File: src/dtc_pkg.sv
// What this block does
// [RL1] Each timer is a 16-bit count held as separate low and high bytes.
// [RL2] Each timer has its own two mode bits, configured independently.
// [RL3] Mode 0 is 13-bit: high byte plus low-byte bits 4..0; bits 7..5 undefined.
// [RL4] A 13-bit wrap from all ones to zero sets that timer's overflow flag.
// [RL5] Interrupt request is overflow flag and that timer's mask bit.
// [RL6] With event select set, each falling edge on the event pin increments.
// [RL7] Otherwise count on system clock or the divided clock per sysclk select.
// [RL8] Count only while run is set and gating is off or gate input active.
// [RL9] Gate inputs are active at the level set by their polarity bits.
// [RL10] Setting run never clears or presets the count.
// [RL11] Software loads the count before run and ignores undefined low bits.
// [RL12] Mode 1 equals mode 0 but uses all sixteen bits.
// [RL13] Mode 2 counts low byte, on wrap sets flag and reloads from high byte.
// [RL14] Software sets the low byte before enabling auto-reload mode.
// [RL15] Mode 3 splits the first timer; low byte uses first timer's controls.
// [RL16] Split high byte is a clock-only timer run by second run bit, sets second flag.
// [RL17] During split, second timer counts but no external clock, flag or interrupt.
// [RL18] Second timer overflow is always an output tick, split mode included.
// [RL19] During split, second timer runs in modes 0..2 and stops in mode 3.
// [RL20] Event pins hold each level two cycles; events up to a quarter clock rate.
// [RL21] Divider code 00 is /12, 01 and 10 are /4, 11 is external clock /8.
// [RL22] Event and gate pins are synchronised; each falling event edge gives one pulse.
package dtc_pkg;
	localparam logic [1:0] DTC_MODE_13BIT = 2'h0;
	localparam logic [1:0] DTC_MODE_16BIT = 2'h1;
	localparam logic [1:0] DTC_MODE_RELOAD = 2'h2;
	localparam logic [1:0] DTC_MODE_SPLIT = 2'h3;
	localparam logic [1:0] DTC_DIV_SYS12 = 2'h0;
	localparam logic [1:0] DTC_DIV_SYS4A = 2'h1;
	localparam logic [1:0] DTC_DIV_SYS4B = 2'h2;
	localparam logic [1:0] DTC_DIV_EXT8 = 2'h3;
	localparam logic [3:0] DTC_SYS12_COUNT = 4'hc;
	localparam logic [3:0] DTC_SYS4_COUNT = 4'h4;
	localparam logic [3:0] DTC_EXT8_COUNT = 4'h8;
	localparam logic [3:0] DTC_PRESC_RESET = 4'h0;
	localparam logic [7:0] DTC_BYTE_RESET = 8'h00;
	localparam logic [7:0] DTC_BYTE_MAX = 8'hff;
	localparam logic [12:0] DTC_13BIT_MAX = 13'h1fff;
	localparam logic [15:0] DTC_16BIT_MAX = 16'hffff;
	localparam int DTC_LOW5_MSB = 4;
	localparam int DTC_PIN_EV0 = 0;
	localparam int DTC_PIN_EV1 = 1;
	localparam int DTC_PIN_GT0 = 2;
	localparam int DTC_PIN_GT1 = 3;
	localparam int DTC_PIN_EXT = 4;
	localparam int DTC_PIN_COUNT = 5;

	// Per-timer nibble of the mode select register.
	typedef struct packed {
		logic pin_gating;
		logic count_event_select;
		logic [1:0] mode;
	} dtc_cfg_type;

	// Software byte loads into the count registers.
	typedef struct packed {
		logic low_byte_first;
		logic high_byte_first;
		logic low_byte_second;
		logic high_byte_second;
		logic [7:0] data;
	} dtc_load_type;

	// One timer's result after a count step.
	typedef struct packed {
		logic ovf;
		logic [7:0] high;
		logic [7:0] low;
	} dtc_step_type;
endpackage

File: src/dtc_timer.sv
`timescale 1ns/1ps
module dtc_timer
	import dtc_pkg::*;
(
	// Clock, reset and clock enable.
	input wire logic clk_sys,
	input wire logic rst_n,
	input wire logic ce,
	// Mode select register, one nibble per timer.
	input wire dtc_cfg_type cfg_first,
	input wire dtc_cfg_type cfg_second,
	// Run bits.
	input wire logic first_run_bit,
	input wire logic second_run_bit,
	// Clock choice register bits.
	input wire logic first_sysclk_select,
	input wire logic second_sysclk_select,
	input wire logic [1:0] divider_select,
	// Gating polarity register bits.
	input wire logic first_gating_polarity,
	input wire logic second_gating_polarity,
	// Interrupt mask bits.
	input wire logic first_timer_irq_mask,
	input wire logic second_timer_irq_mask,
	// Software flag clears, one-cycle pulses.
	input wire logic first_flag_clear,
	input wire logic second_flag_clear,
	// Software byte loads.
	input wire dtc_load_type load,
	// External pins.
	input wire logic first_event_pin,
	input wire logic second_event_pin,
	input wire logic first_gating_input,
	input wire logic second_gating_input,
	input wire logic ext_clk_pin,
	// Count bytes.
	output logic [7:0] low_byte_first,
	output logic [7:0] high_byte_first,
	output logic [7:0] low_byte_second,
	output logic [7:0] high_byte_second,
	// Flags, interrupts and overflow tick.
	output logic first_overflow_flag,
	output logic second_overflow_flag,
	output logic first_timer_irq,
	output logic second_timer_irq,
	output logic second_overflow_tick
);
	logic rst_s1_reg, rst_s2_reg;
	logic rst_core_n;
	logic [DTC_PIN_COUNT-1:0] pins_raw, pins_level, pins_fall;
	logic presc_tick;

	logic [7:0] lo0_reg, hi0_reg, lo1_reg, hi1_reg;
	logic [7:0] lo0_next, hi0_next, lo1_next, hi1_next;
	logic f0_reg, f1_reg, f0_next, f1_next;
	logic irq0_reg, irq1_reg, irq0_next, irq1_next;
	logic tick1_reg, tick1_next;

	logic split;
	logic t0_src, t0_en;
	logic t1_src, t1_en;
	logic th_src, th_en;
	logic ovh;
	dtc_step_type st0, st1;

	// One count step of a timer in its mode; split mode counts the low byte only.
	function automatic dtc_step_type dtc_step(input logic [1:0] mode,
		input logic [7:0] lo, input logic [7:0] hi);
		dtc_step_type r;
		logic [12:0] c13;
		logic [15:0] c16;
		r.ovf = 1'b0;
		r.high = hi;
		r.low = lo;
		c13 = {hi, lo[DTC_LOW5_MSB:0]};
		c16 = {hi, lo};
		unique case (mode)
			DTC_MODE_13BIT: begin
				r.ovf = (c13 == DTC_13BIT_MAX); // RL4
				c13 = c13 + 13'h0001; // RL3
				r.high = c13[12:5]; // RL3
				r.low = {lo[7:5], c13[DTC_LOW5_MSB:0]}; // RL3
			end
			DTC_MODE_16BIT: begin
				r.ovf = (c16 == DTC_16BIT_MAX); // RL12
				c16 = c16 + 16'h0001; // RL12
				r.high = c16[15:8];
				r.low = c16[7:0];
			end
			DTC_MODE_RELOAD: begin
				r.ovf = (lo == DTC_BYTE_MAX); // RL13
				r.low = r.ovf ? hi : lo + 8'h01; // RL13
			end
			DTC_MODE_SPLIT: begin
				r.ovf = (lo == DTC_BYTE_MAX); // RL15
				r.low = lo + 8'h01; // RL15
			end
		endcase
		return r;
	endfunction

	// Reset release through two flops; the assertion stays asynchronous.
	always_ff @(posedge clk_sys or negedge rst_n) begin
		if (!rst_n) begin
			rst_s1_reg <= 1'b0;
			rst_s2_reg <= 1'b0;
		end else begin
			rst_s1_reg <= 1'b1;
			rst_s2_reg <= rst_s1_reg;
		end
	end

	assign rst_core_n = rst_s2_reg;

	// All external pins pass through the synchroniser.
	assign pins_raw[DTC_PIN_EV0] = first_event_pin;
	assign pins_raw[DTC_PIN_EV1] = second_event_pin;
	assign pins_raw[DTC_PIN_GT0] = first_gating_input;
	assign pins_raw[DTC_PIN_GT1] = second_gating_input;
	assign pins_raw[DTC_PIN_EXT] = ext_clk_pin;

	dtc_pin_sync #(
		.W(DTC_PIN_COUNT)
	) u_sync (
		.clk_sys(clk_sys),
		.rst_n(rst_core_n),
		.ce(ce),
		.din(pins_raw),
		.level(pins_level),
		.fall(pins_fall)
	);

	// Shared divided clock for both timers and the split high byte.
	dtc_prescaler u_presc (
		.clk_sys(clk_sys),
		.rst_n(rst_core_n),
		.ce(ce),
		.divider_select(divider_select),
		.ext_fall(pins_fall[DTC_PIN_EXT]),
		.tick(presc_tick)
	);

	// Count sources and enables for each counter.
	always_comb begin
		split = (cfg_first.mode == DTC_MODE_SPLIT); // RL15
		// Event pin or timer clock for the first timer.
		if (cfg_first.count_event_select) begin
			t0_src = pins_fall[DTC_PIN_EV0]; // RL6
		end else begin
			t0_src = first_sysclk_select | presc_tick; // RL7
		end
		t0_en = first_run_bit & (~cfg_first.pin_gating |
			(pins_level[DTC_PIN_GT0] == first_gating_polarity)); // RL8 RL9
		// The second timer loses its external clock while the first is split.
		if (cfg_second.count_event_select && !split) begin
			t1_src = pins_fall[DTC_PIN_EV1]; // RL6
		end else begin
			t1_src = second_sysclk_select | presc_tick; // RL7 RL17
		end
		if (cfg_second.mode == DTC_MODE_SPLIT) begin
			t1_en = 1'b0; // RL19
		end else if (split) begin
			t1_en = 1'b1; // RL19
		end else begin
			t1_en = second_run_bit & (~cfg_second.pin_gating |
				(pins_level[DTC_PIN_GT1] == second_gating_polarity)); // RL8 RL9
		end
		// Split high byte is timer-only, run by the second run bit.
		th_src = first_sysclk_select | presc_tick; // RL16
		th_en = split & second_run_bit; // RL16
	end

	// Next count, flag and output values.
	always_comb begin
		lo0_next = lo0_reg;
		hi0_next = hi0_reg;
		lo1_next = lo1_reg;
		hi1_next = hi1_reg;
		f0_next = f0_reg;
		f1_next = f1_reg;
		irq0_next = irq0_reg;
		irq1_next = irq1_reg;
		tick1_next = tick1_reg;
		st0 = dtc_step(cfg_first.mode, lo0_reg, hi0_reg);
		st1 = dtc_step(cfg_second.mode, lo1_reg, hi1_reg);
		ovh = 1'b0;
		if (ce) begin
			st0.ovf = st0.ovf & t0_en & t0_src;
			st1.ovf = st1.ovf & t1_en & t1_src;
			// Counting only advances the bytes; run never touches them.
			if (t0_en && t0_src) begin
				lo0_next = st0.low; // RL10 RL1
				hi0_next = split ? hi0_reg : st0.high; // RL2
			end
			if (th_en && th_src) begin
				ovh = (hi0_reg == DTC_BYTE_MAX); // RL16
				hi0_next = hi0_reg + 8'h01; // RL16
			end
			if (t1_en && t1_src) begin
				lo1_next = st1.low; // RL1
				hi1_next = st1.high; // RL2
			end
			// Software loads take priority over a same-cycle count.
			if (load.low_byte_first) begin
				lo0_next = load.data;
			end
			if (load.high_byte_first) begin
				hi0_next = load.data;
			end
			if (load.low_byte_second) begin
				lo1_next = load.data;
			end
			if (load.high_byte_second) begin
				hi1_next = load.data;
			end
			// Hardware set wins over a same-cycle clear.
			f0_next = (f0_reg & ~first_flag_clear) | st0.ovf; // RL4 RL13
			f1_next = (f1_reg & ~second_flag_clear) |
				(split ? ovh : st1.ovf); // RL16 RL17
			irq0_next = f0_next & first_timer_irq_mask; // RL5
			irq1_next = f1_next & second_timer_irq_mask; // RL5
			tick1_next = st1.ovf; // RL18
		end
	end

	// State registers.
	always_ff @(posedge clk_sys or negedge rst_core_n) begin
		if (!rst_core_n) begin
			lo0_reg <= DTC_BYTE_RESET;
			hi0_reg <= DTC_BYTE_RESET;
			lo1_reg <= DTC_BYTE_RESET;
			hi1_reg <= DTC_BYTE_RESET;
			f0_reg <= 1'b0;
			f1_reg <= 1'b0;
			irq0_reg <= 1'b0;
			irq1_reg <= 1'b0;
			tick1_reg <= 1'b0;
		end else begin
			lo0_reg <= lo0_next;
			hi0_reg <= hi0_next;
			lo1_reg <= lo1_next;
			hi1_reg <= hi1_next;
			f0_reg <= f0_next;
			f1_reg <= f1_next;
			irq0_reg <= irq0_next;
			irq1_reg <= irq1_next;
			tick1_reg <= tick1_next;
		end
	end

	// Outputs come straight from the state flops.
	assign low_byte_first = lo0_reg;
	assign high_byte_first = hi0_reg;
	assign low_byte_second = lo1_reg;
	assign high_byte_second = hi1_reg;
	assign first_overflow_flag = f0_reg;
	assign second_overflow_flag = f1_reg;
	assign first_timer_irq = irq0_reg;
	assign second_timer_irq = irq1_reg;
	assign second_overflow_tick = tick1_reg;
endmodule

File: src/dtc_pin_sync.sv
`timescale 1ns/1ps
module dtc_pin_sync
	import dtc_pkg::*;
#(
	parameter int W = 5
) (
	// Clock and reset.
	input wire logic clk_sys,
	input wire logic rst_n,
	input wire logic ce,
	// Raw pins and their synchronised forms.
	input wire logic [W-1:0] din,
	output logic [W-1:0] level,
	output logic [W-1:0] fall
);
	logic [W-1:0] s1_reg, s2_reg, s3_reg;
	logic [W-1:0] s1_next, s2_next, s3_next;

	// Two-flop synchroniser followed by one delay stage for edge detection.
	// A pin level held one cycle reaches the second stage two cycles later. RL20
	always_comb begin
		s1_next = ce ? din : s1_reg;
		s2_next = ce ? s1_reg : s2_reg;
		s3_next = ce ? s2_reg : s3_reg;
	end

	always_ff @(posedge clk_sys or negedge rst_n) begin
		if (!rst_n) begin
			s1_reg <= '0;
			s2_reg <= '0;
			s3_reg <= '0;
		end else begin
			s1_reg <= s1_next;
			s2_reg <= s2_next;
			s3_reg <= s3_next;
		end
	end

	// Level and falling edge use only the second and third stages.
	assign level = s2_reg; // RL22
	assign fall = s3_reg & ~s2_reg; // RL22
endmodule

File: src/dtc_prescaler.sv
`timescale 1ns/1ps
module dtc_prescaler
	import dtc_pkg::*;
(
	// Clock and reset.
	input wire logic clk_sys,
	input wire logic rst_n,
	input wire logic ce,
	// Divider choice and external clock edges.
	input wire logic [1:0] divider_select,
	input wire logic ext_fall,
	output logic tick
);
	logic [3:0] cnt_reg, cnt_next;
	logic tick_reg, tick_next;
	logic [3:0] limit;
	logic step;

	// Divide ratio and the event that advances the divider.
	always_comb begin
		unique case (divider_select)
			DTC_DIV_SYS12: limit = DTC_SYS12_COUNT; // RL21
			DTC_DIV_SYS4A, DTC_DIV_SYS4B: limit = DTC_SYS4_COUNT; // RL21
			DTC_DIV_EXT8: limit = DTC_EXT8_COUNT; // RL21
		endcase
		step = (divider_select == DTC_DIV_EXT8) ? ext_fall : 1'b1;
		cnt_next = cnt_reg;
		tick_next = 1'b0;
		if (ce && step) begin
			if (cnt_reg >= limit - 4'h1) begin
				cnt_next = DTC_PRESC_RESET;
				tick_next = 1'b1;
			end else begin
				cnt_next = cnt_reg + 4'h1;
			end
		end else if (ce) begin
			tick_next = 1'b0;
		end else begin
			tick_next = tick_reg;
		end
	end

	always_ff @(posedge clk_sys or negedge rst_n) begin
		if (!rst_n) begin
			cnt_reg <= DTC_PRESC_RESET;
			tick_reg <= 1'b0;
		end else begin
			cnt_reg <= cnt_next;
			tick_reg <= tick_next;
		end
	end

	assign tick = tick_reg;
endmodule

File: config.mk
export PLATFORM = sky130hd
export DESIGN_NAME = dtc_timer
export DESIGN_NICKNAME = d
export VERILOG_FILES = /design/src/dtc_pkg.sv /design/src/dtc_timer.sv /design/src/dtc_pin_sync.sv /design/src/dtc_prescaler.sv
export SDC_FILE = /design/constraint.sdc
export NUM_CORES = 1
export LEC_CHECK = 0
export BUFFER_PORTS_ARGS = -buffer_cell sky130_fd_sc_hd__buf_2
export CAP_MARGIN = 5
export CORE_MARGIN = 1.5
export CORE_UTILIZATION = 41
export CTS_CLUSTER_SIZE = 16
export DETAILED_ROUTE_END_ITERATION = 10
export PLACE_DENSITY = 0.67
export SLEW_MARGIN = 30
export SYNTH_ARGS = -nofsm -noshare
export SYNTH_HDL_FRONTEND = slang
export SYNTH_HIERARCHICAL = 1
export SYNTH_SLANG_ARGS = --single-unit
File: constraint.sdc
create_clock -name clk_sys -period 2.42 [get_ports clk_sys]
set_input_delay 0.121 -clock clk_sys [delete_from_list [all_inputs] [get_ports clk_sys]]
set_output_delay 0.121 -clock clk_sys [all_outputs]
set_load 0.02 [all_outputs]
Word-level counts from Yosys, hierarchy flattened. Index checks and enable logic that the tools add are counted.

Input bits: 40. Word-level logic and storage cells: 128. Output and inout bits: 37. Bits in registers: 59.

Add/subtract/negate cells: 9. Equal/unequal tests: 21. Reductions and logical operators: 25. Mux-type cells: 31. Bitwise logic cells: 23. Order comparisons: 1.

Operator list (count): 2-to-1 mux 8 bit (12); case mux 8 bit (4 select lines) (2); adder 16 x 1 -> 16 bit, second input constant (2); == test 16 bit, second input constant (2); case mux 8 bit (2 select lines) (2); adder 13 x 1 -> 13 bit, second input constant (2); == test 13 bit, second input constant (2); adder 8 x 1 -> 8 bit, second input constant (3); == test 8 bit, second input constant (3); == test 2 bit, second input constant (6); case mux 4 bit (3 select lines) (1); bitwise AND 1 bit (11); 2-to-1 mux 1 bit (11); AND reduction 3 bit (3); nonzero test 2 bit (4); == test 2 x 1 -> 1 bit, second input constant (3); zero test 2 bit (3); OR 1 bit (6); case mux 1 bit (3 select lines) (2); nonzero test 3 bit (2); OR reduction 2 bit (3); bitwise AND 5 bit (1); logical AND 1 bit (5); inverter 5 bit (1); other kinds (12) (18).

Depth between registers and ports, before layout.
Depth after elaboration: 10. Depth in mapped cells: 7. Gate-level depth less buffers: 6.

Modules after synthesis. The synthesis kept the hierarchy.

By module, submodules not included: dtc_timer (cells an instance 355, area an instance 2955.3 um^2, instances 1, sequential area each 975.9 um^2); dtc_pin_sync (cells an instance 37, area an instance 644.4 um^2, instances 1, sequential area each 375.4 um^2); dtc_prescaler (cells an instance 30, area an instance 327.8 um^2, instances 1, sequential area each 125.1 um^2).

Least setup slack after synthesis. No wires, ideal clock.

Kind: register -> register. Start point: reg lo0_reg[0] (netlist: low_byte_first[0]). End point: reg lo0_reg[1] (netlist: low_byte_first[1]). Period minus slack after synthesis: 2.133 ns. Path slack: 0.287 ns. Stages on the path, launching flop included: 7. Path buffers: 0. Arrival time: 2.011 ns. Required time: 2.298 ns. Setup time: 0.122 ns. Cells stage by stage: dfrtp_1 > ha_1 > nand4_1 > nor4b_2 > mux2_2 > nor2_1 > o2bb2ai_1.

Word-level cells in the longest chain between the ends: 5. Elaborated cells on any way between the ends: 8. Classes of those cells: add/sub (3); eq/ne (1); mux (4).

Ends and longest elaborated chain: start, declared (line dtc_timer.sv:53) `logic [7:0] lo0_reg, hi0_reg, lo1_reg, hi1_reg;`; start signal, assigned (line dtc_timer.sv:239) `lo0_reg <= lo0_next;`; adder 8 x 1 -> 8 bit or == test 8 bit (tied branches) (line dtc_timer.sv:92, dtc_timer.sv:96, dtc_timer.sv:91); 2-to-1 mux 8 bit (line dtc_timer.sv:92) `r.low = r.ovf ? hi : lo + 8'h01;`; case mux 8 bit (4 select lines) * (line dtc_timer.sv:77) `unique case (mode)`; 2-to-1 mux 8 bit * (line dtc_timer.sv:191) `if (t0_en && t0_src) begin`; 2-to-1 mux 8 bit * (line dtc_timer.sv:204) `if (load.low_byte_first) begin`.

Mark *: on every way between the ends. The rest lies on a longest branch, timed or not. The select of a mux whose other input is x is not followed. A chain may end at the register's enable or synchronous reset.

Worst setup path in the final report.
Start point: reg lo1_reg[0] (netlist: low_byte_second[0]). End point: reg lo1_reg[1] (netlist: low_byte_second[1]).

Word-level cells in the longest chain between the ends: 5. Elaborated cells on any way between the ends: 8. Classes of those cells: add/sub (3); eq/ne (1); mux (4).

Ends and longest elaborated chain: start, declared (line dtc_timer.sv:53); start signal, assigned (line dtc_timer.sv:241) `lo1_reg <= lo1_next;`; adder 8 x 1 -> 8 bit or == test 8 bit (tied branches) (line dtc_timer.sv:92, dtc_timer.sv:96, dtc_timer.sv:91); 2-to-1 mux 8 bit (line dtc_timer.sv:92); case mux 8 bit (4 select lines) * (line dtc_timer.sv:77); 2-to-1 mux 8 bit * (line dtc_timer.sv:199) `if (t1_en && t1_src) begin`; 2-to-1 mux 8 bit * (line dtc_timer.sv:210) `if (load.low_byte_second) begin`.

Marked as above.

==> qor.txt <==
Die width -> 99.7 um
Worst Reg-to-Reg Cells -> 6
Worst hold slack -> 0.0140 ns
Worst EP arrival -> 2.33 ns
Vias in the first global route -> 3,464
Worst-Margin Slew -> 0.579 ns
Beginning of the critical path -> low_byte_second[0]
Cell Count, Final, Fillers Out -> 610
Critical Path End Type -> flop
Synth warn -> 6
Min Tclk post-route -> 2.12 ns
Num ports -> 77
Ant diodes -> 0
Status -> completed
Total Power -> 3.64 mW
Core footprint -> 9150 um2
Rel. slew slack -> 0.614
Clock Latency Late Sink -> 0.34 ns
Global-route wire length before repair -> 17,900 um
Max cap viols -> 0
Pwr Density -> 806 nW/um2
Die Height -> 99.7 um
Hold Crit Endpoint -> u_sync/s1_reg[1]
Initial antenna violation count -> 0
Post-CTS Resized -> 0
Largest net degree at the start of global routing -> 26
Setup crit start kind -> flop
Setup bufs post-CTS -> 0
CTS clk-pin slew, worst paths -> 0.07 ns
CTS H-tree depth -> 3
Placer Congestion -> 0.939
Synth Cell Area -> 3830 um2
Site row count -> 35
CP Max Fanout -> 9
TNS Setup -> 0 ns
Max frequency -> 473 MHz
CTS Root Cell -> clkbuf_8
Initial Util -> 0.419
Post-Syn Nets -> 462
Req. time, crit path -> 2.64 ns
CTS Hold Bufs -> 1
FF-to-FF Start -> low_byte_second[0]
Die area -> 9940 um2
Port Buffers -> 76
Slew Viols, Final -> 0
RR Endpoint -> low_byte_second[1]
Hold Path Origin -> second_event_pin
Pre-antenna DRT Iters -> 5
Placed cell count -> 593
Worst Clk Skew -> 0.00648 ns
HP Class -> in -> reg
Area grow syn2layout -> 17.8%
CTS Buf Count -> 9
CTS sink count -> 57
Hold path depth -> 2
1st-iter DRT viols -> 371
Drt wl/cell -> 17.7 um
FF-to-FF setup slack -> 0.30 ns
TritonCTS clock tree -> yes
Layout Nets -> 540
Grt ovf -> 0
Vias per std cell -> 6.08
GRT Util Overall -> 0.228
Routed Antenna Nets -> 0
RSZ-0062 raised after global routing -> no
VDD IR max -> 338 uV
WS Path Type -> reg -> reg
Setup violations, final -> 0
Fin crit share -> 0.874
Drt drc -> 0
Dpl hpwl -> 8040 um
Synth Area per Inst -> 9.22 um2
Final Hold Violating Endpoints -> 0
Mapped Cells -> 416
Vias -> 3,707
Clock tree buffer depth -> 2
Share of cells above drive strength 1 -> 0.265
Post-Route WL -> 10,800 um
Cell leakage power -> 1.94 nW
## layout by cell type, fill, tap and decap left out, types with 9 or more instances in the layout
| master | count |
|---|---|
| a21oi_1 | 25 |
| and4_1 | 9 |
| buf_2 | 76 |
| clkbuf_8 | 10 |
| dfrtp_1 | 56 |
| inv_1 | 14 |
| nand2_1 | 28 |
| nand3_1 | 17 |
| nor2_1 | 29 |
| nor2b_1 | 13 |
| nor3_1 | 10 |
| o21ai_0 | 23 |
## cell type report
| cell class | instances | area [um2] |
|---|---|---|
| Clock buffer | 10 | 138 |
| Tap cell | 111 | 139 |
| Inverter | 15 | 56.3 |
| Sequential cell | 57 | 1430 |
| Multi-Input combinational cell | 328 | 2270 |
| Fill cell | 871 | 4630 |
| Clock inverter | 6 | 57.6 |
| Timing Repair Buffer | 83 | 435 |
## how the worst max path moves through the flow
stage,end,slack [ns],depth (start not counted)
after floorplan,low_byte_first[1],0.29,6
after global placement,low_byte_second[3],0.42,6
after detailed placement,low_byte_second[1],0.34,6
after CTS,low_byte_second[1],0.32,6
after global routing,low_byte_second[3],0.11,6
final,low_byte_second[1],0.30,6
## critical path, cell delays in order (launching register included)
cell     delay [ns]
dfrtp_1        0.44
ha_1           0.23
and3_1         0.29
and4_1         0.46
mux2i_1        0.23
a21oi_1        0.08
mux2_2         0.26
## power by group
group | switching [mW] | internal [mW] | leakage (nW) | total (mW)
Clock | 0.401 | 0.496 | 0.102 | 0.897
Sequential | 0.316 | 1.16 | 0.669 | 1.48
Combinational | 0.723 | 0.544 | 1.17 | 1.27
Total | 1.44 | 2.20 | 1.94 | 3.64
## per-stage QoR
| stage | instance area [um2] | worst slack [ns] | utilization |
|---|---|---|---|
| 4_1_cts | 4520 | 0.320 | 0.494 |
| 3_3_place_gp | 4310 | 0.416 | 0.471 |
| 3_5_place_dp | 4310 | 0.336 | 0.471 |
| 6_report | 4520 | 0.305 | 0.494 |
| 2_1_floorplan | 3830 | 0.287 | - |
| 5_1_grt | 4520 | 0.114 | 0.494 |
## layer usage
metal / wire (um) / part of all wire / track usage / vias up
li1: - / - / - / 1760
met1: 4850 / 0.45 / 0.324 / 1762
met2: 4910 / 0.45 / 0.350 / 165
met3: 792 / 0.073 / 0.0358 / 20
met4: 243 / 0.023 / 0.0856 / 0
met5: 0 / 0 / 0 / -
Power figures use the tool's default switching activity.
